<file path="src/pkg/flash_seq_pkg.sv">
// Constants and types for the flash erase and protection command sequencer
package flash_seq_pkg;
	// Clock and operation times
	localparam int  CLK_MHZ          = 100;
	localparam int  CHIP_ERASE_MS    = 400;
	localparam int  PROT_ERASE_MS    = 100;
	localparam int  PROT_PROG_US100  = 125;   // 1.25 ms in units of 10 us
	localparam int  CHIP_ERASE_CYC   = CHIP_ERASE_MS * 1000 * CLK_MHZ;
	localparam int  PROT_ERASE_CYC   = PROT_ERASE_MS * 1000 * CLK_MHZ;
	localparam int  PROT_PROG_CYC    = PROT_PROG_US100 * 10 * CLK_MHZ;
	localparam int  TIMER_W          = 26;

	// Unlock aliases and data codes
	localparam logic [15:0] ALIAS_A    = 16'hf555;
	localparam logic [15:0] ALIAS_B    = 16'hfaaa;
	localparam logic [7:0]  CODE_AA    = 8'haa;
	localparam logic [7:0]  CODE_55    = 8'h55;
	localparam logic [7:0]  CODE_ERASE = 8'h80;
	localparam logic [7:0]  CODE_PROG  = 8'ha0;
	localparam logic [7:0]  CODE_CHIP  = 8'h10;
	localparam logic [7:0]  CODE_PROTP = 8'ha5;
	localparam logic [7:0]  CODE_PROTE = 8'h40;
	localparam logic [7:0]  CODE_IDIN  = 8'h90;
	localparam logic [7:0]  CODE_IDOUT = 8'hf0;

	// Protection bit select addresses (seventh cycle)
	localparam logic [15:0] PROT_ADDR0 = 16'h8000;
	localparam logic [15:0] PROT_ADDR1 = 16'h8080;
	localparam logic [15:0] PROT_ADDR2 = 16'h8100;

	// Read values
	localparam logic [16:0] ID_STATUS_ADDR = 17'h0ff7f;
	localparam logic [4:0]  ID_UPPER_ONES  = 5'h1f;
	localparam logic [15:0] PAR_LOCK_WORD  = 16'h9898;
	localparam logic [7:0]  ERASED_BYTE    = 8'hff;

	// Cycle counter
	localparam logic [2:0]  CYC_FIRST  = 3'h0;
	localparam logic [2:0]  CYC_SIXTH  = 3'h5;

	typedef enum logic [1:0] {
		MODE_CPU      = 2'h0,
		MODE_SERIAL   = 2'h1,
		MODE_PARALLEL = 2'h2
	} prog_mode_t;

	typedef enum logic [1:0] {
		OP_CHIP_ERASE = 2'h0,
		OP_PROT_PROG  = 2'h1,
		OP_PROT_ERASE = 2'h2
	} op_t;

	typedef enum logic [1:0] {
		ST_IDLE  = 2'h0,
		ST_SEQ   = 2'h1,
		ST_BUSY  = 2'h3,
		ST_ERASE = 2'h2
	} seq_state_t;
endpackage

</file>
<file path="src/hdl/busy_timer.sv">
// Down counter that times one flash operation
`timescale 1ns/1ns
`default_nettype none
module busy_timer (
	// Clock and reset
	input  wire logic                               ref_clk,
	input  wire logic                               arst_n,
	// Control
	input  wire logic                               start,
	input  wire logic [flash_seq_pkg::TIMER_W-1:0]  load,
	output logic                                    done
);
	typedef struct packed {
		logic [flash_seq_pkg::TIMER_W-1:0] count;
		logic                              run;
	} timer_state_t;

	timer_state_t cur;
	timer_state_t next_cur;

	always_comb begin
		next_cur = cur;
		done = cur.run && (cur.count == '0);
		if (start) begin
			next_cur.count = load;
			next_cur.run = 1'b1;
		end else if (done) begin
			next_cur.run = 1'b0;
		end else if (cur.run) begin
			next_cur.count = cur.count - 1'b1;
		end
	end

	always_ff @(posedge ref_clk or negedge arst_n) begin
		if (!arst_n) begin
			cur <= '0;
		end else begin
			cur <= next_cur;
		end
	end
endmodule
`default_nettype wire

</file>
<file path="src/hdl/array_eraser.sv">
// Walks the array writing the erased value into every byte
`timescale 1ns/1ns
`default_nettype none
module array_eraser (
	// Clock and reset
	input  wire logic         ref_clk,
	input  wire logic         arst_n,
	// Control
	input  wire logic         start,
	output logic              active,
	// Array write port
	output logic              wr_en,
	output logic [16:0]       wr_addr,
	output logic [7:0]        wr_data
);
	typedef struct packed {
		logic [16:0] addr;
		logic        run;
	} erase_state_t;

	erase_state_t cur;
	erase_state_t next_cur;

	always_comb begin
		next_cur = cur;
		if (start) begin
			next_cur.addr = '0;
			next_cur.run = 1'b1;
		end else if (cur.run) begin
			next_cur.addr = cur.addr + 1'b1;
			if (&cur.addr) begin
				next_cur.run = 1'b0;
			end
		end
	end

	assign active = cur.run;
	assign wr_en = cur.run;
	assign wr_addr = cur.addr;
	assign wr_data = flash_seq_pkg::ERASED_BYTE;

	always_ff @(posedge ref_clk or negedge arst_n) begin
		if (!arst_n) begin
			cur <= '0;
		end else begin
			cur <= next_cur;
		end
	end
endmodule
`default_nettype wire

</file>
<file path="src/hdl/flash_erase_security_sequencer.sv">
// Command decoder for chip erase, protection bits and identification mode
`timescale 1ns/1ns
`default_nettype none
// Functional notes
// Chip erase clears whole array, busy about 400 ms after sixth cycle.
// Erased bytes read back as all ones.
// Host waits for busy low before new commands or reads, polling it.
// Three protection bits; each program sequence sets one bit.
// CPU or serial mode with bit two: cancel CPU page program, reads allowed.
// Serial mode with any bit set: refuse external write, read, loader.
// Parallel mode with bits zero and one: no programming, reads give 9898.
// One of bits zero or one works in parallel mode; set both anyway.
// Seventh write address selects protection bit zero, one or two.
// Protection program keeps busy about 1.25 ms after seventh cycle.
// Protection erase clears all three bits together, never singly.
// Protection erase keeps busy about 100 ms.
// Identification entry makes reads return protection status.
// Status read gives active-low bits in 2..0, ones in 7..3.
// Identification exit returns to normal array reads.
// No flash read served while an operation runs.
// Page writes of 128 bytes; erase by sector or whole array. Only whole-array erase is built here, with no page writes or sector erase.
// Read is one transfer; write and erase need command sequences.
// No reset while an operation is executing.
// Access only while flash power is on and wake-up enabled.
// Unlock cycles go to two fixed alias addresses.
// Busy set on final accepted cycle, cleared when operation ends.
module flash_erase_security_sequencer #(
	parameter int CHIP_ERASE_CYCLES = flash_seq_pkg::CHIP_ERASE_CYC,
	parameter int PROT_ERASE_CYCLES = flash_seq_pkg::PROT_ERASE_CYC,
	parameter int PROT_PROG_CYCLES  = flash_seq_pkg::PROT_PROG_CYC
) (
	// Clock and reset
	input  wire logic         ref_clk,
	input  wire logic         arst_n,
	// Mode and power
	input  wire logic [1:0]   prog_mode,
	input  wire logic         flash_power_off,
	input  wire logic         flash_wakeup_enable,
	// CPU bus
	input  wire logic         bus_wr,
	input  wire logic         bus_rd,
	input  wire logic [16:0]  bus_addr,
	input  wire logic [7:0]   bus_wdata,
	output logic [15:0]       bus_rdata,
	output logic              rd_valid,
	output logic              rd_refused,
	// Page program request from elsewhere in the block
	input  wire logic         page_prog_req,
	output logic              page_prog_grant,
	output logic              page_prog_cancel,
	// Serial link commands from an external programmer
	input  wire logic         ext_cmd_req,
	output logic              ext_cmd_grant,
	output logic              ext_cmd_refused,
	// Array port
	output logic [16:0]       arr_addr,
	input  wire logic [7:0]   arr_rdata,
	output logic              arr_wr,
	output logic [7:0]        arr_wdata,
	// Status
	output logic              busy,
	output logic              id_mode,
	output logic [2:0]        protect_bits
);
	typedef struct packed {
		flash_seq_pkg::seq_state_t state;
		logic [2:0]                cycle;
		flash_seq_pkg::op_t        op;
		logic [2:0]                prot;
		logic                      id;
		logic [15:0]               rdata;
		logic                      rvalid;
		logic                      rrefused;
	} seq_t;

	seq_t cur;
	seq_t next_cur;

	logic                               timer_start;
	logic [flash_seq_pkg::TIMER_W-1:0]  timer_load;
	logic                               timer_done;
	logic                               erase_start;
	logic                               erase_active;
	logic [16:0]                        erase_addr;
	logic                               powered;
	logic                               par_lock;
	logic                               ser_lock;
	logic [15:0]                        wa;

	busy_timer busy_timer_i (
		.ref_clk (ref_clk),
		.arst_n  (arst_n),
		.start   (timer_start),
		.load    (timer_load),
		.done    (timer_done)
	);

	array_eraser array_eraser_i (
		.ref_clk (ref_clk),
		.arst_n  (arst_n),
		.start   (erase_start),
		.active  (erase_active),
		.wr_en   (arr_wr),
		.wr_addr (erase_addr),
		.wr_data (arr_wdata)
	);

	// Power gating of all accesses
	assign powered = !flash_power_off && flash_wakeup_enable;
	assign wa = bus_addr[15:0];
	// A single one of bits zero or one already locks in parallel mode
	assign par_lock = (prog_mode == flash_seq_pkg::MODE_PARALLEL) && |cur.prot[1:0];
	assign ser_lock = (prog_mode == flash_seq_pkg::MODE_SERIAL) && |cur.prot;

	always_comb begin
		next_cur = cur;
		timer_start = 1'b0;
		timer_load = '0;
		erase_start = 1'b0;
		next_cur.rvalid = 1'b0;
		next_cur.rrefused = 1'b0;
		case (cur.state)
			flash_seq_pkg::ST_IDLE, flash_seq_pkg::ST_SEQ: begin
				if (bus_wr && powered) begin
					next_cur.state = flash_seq_pkg::ST_IDLE;
					next_cur.cycle = flash_seq_pkg::CYC_FIRST;
					case (cur.cycle)
						3'h0, 3'h3: begin
							if (wa == flash_seq_pkg::ALIAS_A && bus_wdata == flash_seq_pkg::CODE_AA) begin
								next_cur.state = flash_seq_pkg::ST_SEQ;
								next_cur.cycle = cur.cycle + 3'h1;
							end else if (cur.cycle == 3'h0 && bus_wdata == flash_seq_pkg::CODE_IDOUT) begin
								next_cur.id = 1'b0;
							end
						end
						3'h1, 3'h4: begin
							if (wa == flash_seq_pkg::ALIAS_B && bus_wdata == flash_seq_pkg::CODE_55) begin
								next_cur.state = flash_seq_pkg::ST_SEQ;
								next_cur.cycle = cur.cycle + 3'h1;
							end
						end
						3'h2: begin
							if (wa == flash_seq_pkg::ALIAS_A) begin
								case (bus_wdata)
									flash_seq_pkg::CODE_ERASE: begin
										next_cur.state = flash_seq_pkg::ST_SEQ;
										next_cur.cycle = 3'h3;
									end
									flash_seq_pkg::CODE_IDIN: next_cur.id = 1'b1;
									flash_seq_pkg::CODE_IDOUT: next_cur.id = 1'b0;
									default: next_cur.cycle = flash_seq_pkg::CYC_FIRST;
								endcase
							end
						end
						3'h5: begin
							if (wa == flash_seq_pkg::ALIAS_A && bus_wdata == flash_seq_pkg::CODE_CHIP) begin
								next_cur.op = flash_seq_pkg::OP_CHIP_ERASE;
								next_cur.state = flash_seq_pkg::ST_ERASE;
								erase_start = 1'b1;
								timer_start = 1'b1;
								timer_load = CHIP_ERASE_CYCLES[flash_seq_pkg::TIMER_W-1:0];
							end else if (bus_wdata == flash_seq_pkg::CODE_PROTE) begin
								next_cur.op = flash_seq_pkg::OP_PROT_ERASE;
								next_cur.state = flash_seq_pkg::ST_BUSY;
								timer_start = 1'b1;
								timer_load = PROT_ERASE_CYCLES[flash_seq_pkg::TIMER_W-1:0];
							end else if (bus_wdata == flash_seq_pkg::CODE_PROTP) begin
								next_cur.state = flash_seq_pkg::ST_SEQ;
								next_cur.cycle = 3'h6;
							end
						end
						3'h6: begin
							// Seventh cycle picks the bit
							if (wa == flash_seq_pkg::PROT_ADDR0 || wa == flash_seq_pkg::PROT_ADDR1
									|| wa == flash_seq_pkg::PROT_ADDR2) begin
								next_cur.op = flash_seq_pkg::OP_PROT_PROG;
								next_cur.state = flash_seq_pkg::ST_BUSY;
								timer_start = 1'b1;
								timer_load = PROT_PROG_CYCLES[flash_seq_pkg::TIMER_W-1:0];
								if (wa == flash_seq_pkg::PROT_ADDR0) begin
									next_cur.prot[0] = 1'b1;
								end else if (wa == flash_seq_pkg::PROT_ADDR1) begin
									next_cur.prot[1] = 1'b1;
								end else begin
									next_cur.prot[2] = 1'b1;
								end
							end
						end
						default: next_cur.cycle = flash_seq_pkg::CYC_FIRST;
					endcase
				end
				if (bus_rd) begin
					next_cur.rvalid = powered;
					next_cur.rrefused = !powered;
					if (cur.id && bus_addr == flash_seq_pkg::ID_STATUS_ADDR) begin
						next_cur.rdata = {8'h00, flash_seq_pkg::ID_UPPER_ONES, ~cur.prot};
					end else if (par_lock) begin
						next_cur.rdata = flash_seq_pkg::PAR_LOCK_WORD;
					end else begin
						next_cur.rdata = {8'h00, arr_rdata};
					end
				end
			end
			flash_seq_pkg::ST_ERASE, flash_seq_pkg::ST_BUSY: begin
				// Array is unreadable until the operation finishes
				if (bus_rd) begin
					next_cur.rrefused = 1'b1;
				end
				if (timer_done) begin
					// For chip erase, busy clears only after both time and array walk are over
					if (cur.state == flash_seq_pkg::ST_ERASE && erase_active) begin
						// Timer pulse is gone next cycle, so mark it for the walk end
						next_cur.state = flash_seq_pkg::ST_ERASE;
						next_cur.cycle = flash_seq_pkg::CYC_SIXTH;
					end else begin
						next_cur.state = flash_seq_pkg::ST_IDLE;
						next_cur.cycle = flash_seq_pkg::CYC_FIRST;
					end
					if (cur.op == flash_seq_pkg::OP_PROT_ERASE) begin
						next_cur.prot = 3'h0;
					end
				end else if (cur.state == flash_seq_pkg::ST_ERASE && !erase_active
						&& cur.cycle == flash_seq_pkg::CYC_SIXTH) begin
					next_cur.state = flash_seq_pkg::ST_IDLE;
					next_cur.cycle = flash_seq_pkg::CYC_FIRST;
				end
			end
			default: next_cur.state = flash_seq_pkg::ST_IDLE;
		endcase
	end

	assign busy = (cur.state == flash_seq_pkg::ST_BUSY)
		|| (cur.state == flash_seq_pkg::ST_ERASE);
	assign id_mode = cur.id;
	assign protect_bits = cur.prot;
	assign bus_rdata = cur.rdata;
	assign rd_valid = cur.rvalid;
	assign rd_refused = cur.rrefused;
	assign arr_addr = erase_active ? erase_addr : bus_addr;
	// Page program gating
	assign page_prog_cancel = page_prog_req && (busy || par_lock
		|| ((prog_mode != flash_seq_pkg::MODE_PARALLEL) && cur.prot[2]));
	assign page_prog_grant = page_prog_req && !page_prog_cancel && powered;
	assign ext_cmd_refused = ext_cmd_req && (ser_lock || busy);
	assign ext_cmd_grant = ext_cmd_req && !ext_cmd_refused && powered;

	always_ff @(posedge ref_clk or negedge arst_n) begin
		if (!arst_n) begin
			cur <= '0;
		end else begin
			cur <= next_cur;
		end
	end
endmodule
`default_nettype wire

</file>
<file path="config.mk">
export PLATFORM = sky130hd
export DESIGN_NAME = flash_erase_security_sequencer
export DESIGN_NICKNAME = d
export VERILOG_FILES = /design/src/pkg/flash_seq_pkg.sv /design/src/hdl/busy_timer.sv /design/src/hdl/array_eraser.sv /design/src/hdl/flash_erase_security_sequencer.sv
export SDC_FILE = /design/constraint.sdc
export NUM_CORES = 1
export LEC_CHECK = 0
export BUFFER_PORTS_ARGS = -buffer_cell sky130_fd_sc_hd__buf_2
export CAP_MARGIN = 10
export CORE_ASPECT_RATIO = 1.2
export CORE_UTILIZATION = 60
export CTS_CLUSTER_SIZE = 16
export DETAILED_ROUTE_END_ITERATION = 8
export HOLD_SLACK_MARGIN = 0.02
export PLACE_DENSITY = 0.86
export SYNTH_ARGS = -nofsm -noshare
export SYNTH_HDL_FRONTEND = slang
export SYNTH_HIERARCHICAL = 1
export SYNTH_SLANG_ARGS = --single-unit
</file>
<file path="constraint.sdc">
create_clock -name ref_clk -period 6.5 [get_ports ref_clk]
set_clock_uncertainty 0.15 [all_clocks]
set_input_delay 0.65 -clock ref_clk [delete_from_list [all_inputs] [get_ports ref_clk]]
set_output_delay 0.65 -clock ref_clk [all_outputs]
set_load 0.01 [all_outputs]
</file>
# Word-level counts from Yosys, hierarchy flattened

Index checks and enable logic that the tools add are counted.

Register bits after elaboration: 74
Logic and storage cells: 181
Output and inout port bits: 53

Bitwise operators: 1
Multiplexer cells: 65
Equality and inequality tests: 44
Reduce and logical (&&, ||, !) cells: 54
Add/sub/neg operators: 3

Operator list:

| cell                                                                    | number |
|---|---|
| 26-bit 2-to-1 mux                                                       | 5 |
| 16-bit equality test, second input constant                             | 5 |
| 26-bit case mux with 2 select lines                                     | 1 |
| 8-bit equality test, second input constant                              | 5 |
| 18-bit 2-to-1 mux                                                       | 2 |
| 17-bit 2-to-1 mux                                                       | 2 |
| 16-bit 2-to-1 mux                                                       | 2 |
| 27-bit 2-to-1 mux                                                       | 1 |
| 26-bit logical NOT                                                      | 1 |
| 26-bit by 1-bit subtractor with 26-bit output, second input constant    | 1 |
| 24-bit 2-to-1 mux                                                       | 1 |
| 2-bit != test, second input constant                                    | 12 |
| 7-bit AND reduction                                                     | 3 |
| 1-bit logical AND                                                       | 20 |
| 1-bit 2-to-1 mux                                                        | 20 |
| 5-bit 2-to-1 mux                                                        | 4 |
| 17-bit by 1-bit adder with 17-bit output, second input constant         | 1 |
| 17-bit by 16-bit equality test with 1-bit output, second input constant | 1 |
| 17-bit AND reduction                                                    | 1 |
| 8-bit by 7-bit equality test with 1-bit output, second input constant   | 2 |
| 2-bit 2-to-1 mux                                                        | 8 |
| 4-bit 2-to-1 mux                                                        | 4 |
| 3-bit 2-to-1 mux                                                        | 5 |
| 3-bit case mux with 4 select lines                                      | 1 |
| other kinds (27)                                                        | 59 |

# Logic depth before layout (Yosys ltp)

Depth after elaboration: 9
Depth in mapped cells: 10
Depth with buffers taken out: 9

# Cells and area by module

Netlist, hierarchy kept.

Modules (own cells, without submodules):

| module                         | area an instance (µm²) | cells an instance | instances | sequential area each (µm²) |
|---|---|---|---|---|
| flash_erase_security_sequencer | 1988.2                 | 237               | 1         | 550.5 |
| busy_timer                     | 1680.4                 | 178               | 1         | 675.6 |
| array_eraser                   | 980.9                  | 102               | 1         | 450.4 |

# Worst setup path after synthesis

Ideal clock, no wire load.

Path kind: input port to flip-flop
Start point: in bus_addr[5]
End point: reg busy_timer_i/cur[24] (netlist name)
Cell stages on the path: 9
Data required time: 6225 ps
Buffers on the path: 2
Data arrival time: 2702 ps
Path slack: 3523 ps
Setup time: 125 ps
Cells stage by stage: or4_4 > nor2_2 > nand4_1 > or2_4 > nand2_1 > clkbuf_1 > inv_1 > clkbuf_1 > mux2_2

Word-level cells in the longest chain between the ends: 9
Elaborated cells between the ends (all ways): 20

RTL lines:

| element                                                                                         | RTL line                              | text |
|---|---|---|
| start: declaration                                                                              | flash_erase_security_sequencer.sv:42  | `input wire logic [16:0] bus_addr,` |
| 16-bit equality test                                                                            | flash_erase_security_sequencer.sv:174 | `if (wa == flash_seq_pkg::PROT_ADDR0 \|\| wa == flash_seq_pkg::PROT_ADDR1` |
| 1-bit logical OR                                                                                | flash_erase_security_sequencer.sv:174 |  |
| 1-bit logical OR                                                                                | flash_erase_security_sequencer.sv:175 | `\|\| wa == flash_seq_pkg::PROT_ADDR2) begin` |
| 1-bit 2-to-1 mux                                                                                | flash_erase_security_sequencer.sv:174 |  |
| 1-bit case mux with 2 select lines *                                                            | flash_erase_security_sequencer.sv:127 | `case (cur.cycle)` |
| 1-bit 2-to-1 mux *                                                                              | flash_erase_security_sequencer.sv:124 | `if (bus_wr && powered) begin` |
| 1-bit 2-to-1 mux *                                                                              | flash_erase_security_sequencer.sv:122 | `case (cur.state)` |
| net timer_start                                                                                 | flash_erase_security_sequencer.sv:79  | `logic timer_start;` |
| 2-bit by 1-bit != test with 1-bit output (no source line) or 2-bit nonzero test (tied branches) | --                                    |  |
| 2-bit AND reduction (no source line)                                                            | --                                    |  |
| end signal: assignment                                                                          | busy_timer.sv:38                      | `cur <= next_cur;` |
| end: declaration                                                                                | busy_timer.sv:18                      | `timer_state_t cur;` |

The timed path passes the listed nets; every way through them passes the cells marked *.
A chain may end at the register's enable or synchronous reset.

# Worst setup path in the final report

Start point: in bus_addr[5]
End point: reg busy_timer_i/cur[25] (netlist name)

The elaborated chain is that of the path after synthesis.

==> metrics.txt <==
status finished clean; diode count 0; critical path type in -> reg; area share of the largest cell type after synthesis 36.06%; synthesized area 4649 sq um; #FFs+latches synth 67; Leakage 2.076 nW; vias in the first global route 4037; clk_lat worst skew between 0.3 and 0.4 ns; CP endpoint kind register; number of vias per cell 6.113; Nets 632; num rows 34; Final Worst Setup Slack around 2.7 ns; CP startpoint kind input pin; vias post-DR 4126; CTS sink count 67; GR met3 Demand/Resource 4.630%; total CTS buffers 9; GRT busiest layer met2; M2 GR Usage about 50%; Area Growth Syn to Fin 10.12%; Hold Slack 0.3342 ns; drt total wl 10.99 mm; max-cap violations 0; Post-DP Area approximately 5000 sq um; Synthesis Warnings 6; area leader, netlist dfrtp_1; Slew headroom 22.10%; Final min period between 3 and 4 ns; final hold vios 0; Area contributors post-synth dfrtp_1 (36%), mux2_2 (6.5%), buf_4 (4.7%); die span in x 82.36 um; clock buffer depth 2; dpl ws about 2.4 ns; first-pass GRT wire length ~19 mm; Resized cells post-CTS 0; FFs w/ async S/R, synth 100.0%; io pins 96; Critical Path RT 6.51 ns; ANT nets after route 0; Least-Margin Pin Slew 1.166 ns; f_max 262.0 MHz; arrival time worst endpoint approximately 3.8 ns; Util after Layout 69.57%; DR pass1 iterations 5; Starting DRT DRC Count 277; Chip Height between 90 and 100 um; Post-CTS Hold Fix Bufs 0; RSZ-0062 raised after global routing no; setup TNS 0 ns; CTS tree done; Final period util between 50 and 60%; Main synth FF type dfrtp_1; setup repair bufs after CTS 0; crit-path max FO 38; initial core utilization 63.18%; final setup vio count 0; fin. max-slew vios 0; post-synthesis instance total about 520; HP Class in -> async; register area share after synthesis a little over a third; Placer Congestion 0.8998; largest net degree at the start of global routing 68; post-DP HPWL 8.070 mm; routed len/inst 16.28 um; clk root buf clkbuf_8; number of enable flip-flop cells after synthesis 0; Max rail drop VDD 0.1172 mV; share of cells above drive strength 1 about 26%; CORE AREA 7360 sq um; Mean Syn Cell Area 8.993 sq um; Synth cell types 75; Die Area 8107 sq um; htree depth 3; grt ovf 0; DRC 0; initial antenna violation count 0; R2R depth 7; I/O Buffers 82; GRT met1 Usage 36.68%; GRT Util Overall between 20 and 30%; power density cells about 160 nW/um^2; clk slew on worst S/H paths 0.07 ns; post-route cell area just over 5000 sq um
registers in the layout (all words and copies together) (netlist names):
signal and cells:
busy_timer_i/cur 27, id_mode 1, rd_valid 1, bus_rdata 9
array_eraser_i/wr_addr 17, protect_bits 3, array_eraser_i/active 1, cur 7
rd_refused 1
synthesized netlist by cell type (14+ instances only):
cell	n
xnor2_1	17
nor3_1	15
buf_4	29
nor2_1	43
clkbuf_1	14
nand2_1	55
a21oi_1	18
inv_1	15
dfrtp_1	67
mux2_2	27
o21ai_0	19
or3_1	14
layout make-up:
class	count	area (sq um)
multi-input cells	403	2663
clock buffers	10	127.6
clock inverters	5	55.05
inverters	16	60.06
repair buffers	84	425.4
fillers	579	2240
well taps	90	112.6
flip-flops and latches	67	1677
where the power goes:
part | leakage (nW) | internal [W] | switching [W]
clock network | 0.0881 | 0.000174 | 0.000163
logic | 1.25 | 0.0000311 | 0.0000476
registers | 0.735 | 0.000422 | 0.00000280
cells by family after synthesis:
group,count (synthesis),synth area share [%]
AND/OR/NAND/NOR,215,26.18
AO/OA/AOI/OAI,98,14.18
flip-flops,67,36.06
buffers and inverters,66,8.208
multiplexers,31,7.400
XOR/XNOR,30,5.651
adder cells (fa/ha/maj),8,2.153
other,2,0.1615
worst max-delay path, cell delays in order:
cell and delay [ns]:
buf_2 0.11, or4_4 0.54, nor2_2 0.19, nand4_1 0.22, or2_4 0.32, nand2_1 0.85, inv_1 0.54, nand4_1 0.23
o311ai_0 0.16
through the flow:
stage                     std cells  total power [W]
after floorplan                 536        0.0004825
after global placement          660        0.0005097
after detailed placement        660        0.0005119
after CTS                       675        0.0008435
after global routing            675        0.0008713
final                           675        0.0008408
cell usage in the layout, fill, tap and decap left out, types with 14 or more instances in the layout:
cell and count:
nor3_1 15, conb_1 21, inv_1 15, o21ai_0 19, a21oi_1 18, dfrtp_1 67, mux2_2 27, nand2_1 55
xnor2_1 17, buf_2 82, or3_1 14, nor2_1 43
per-layer routing:
metal / part of all wire [%] / vias up
li1: - / 1948
met1: 41 / 2000
met2: 52 / 150
met3: 4.3 / 28
met4: 3.1 / 0
met5: 0 / -
path summary, 6_finish.rpt:
kind                                     startpoint                                to  slack (ns)
hold reg to reg            bus_rdata[5]$_DFFE_PN0P_          bus_rdata[5]$_DFFE_PN0P_        0.33
setup / recovery                        bus_addr[5]  busy_timer_i/cur[25]$_DFFE_PN0P_        2.68
setup reg to reg                cur[28]$_DFFE_PN0P_  busy_timer_i/cur[25]$_DFFE_PN0P_        2.78
min in group ref_clk       bus_rdata[5]$_DFFE_PN0P_          bus_rdata[5]$_DFFE_PN0P_        0.33
hold / removal                               arst_n  busy_timer_i/cur[20]$_DFFE_PN0P_        0.33
max in group asynchronous                    arst_n       protect_bits[0]$_DFFE_PN0P_        5.29
(Power assumes the default switching activity.)
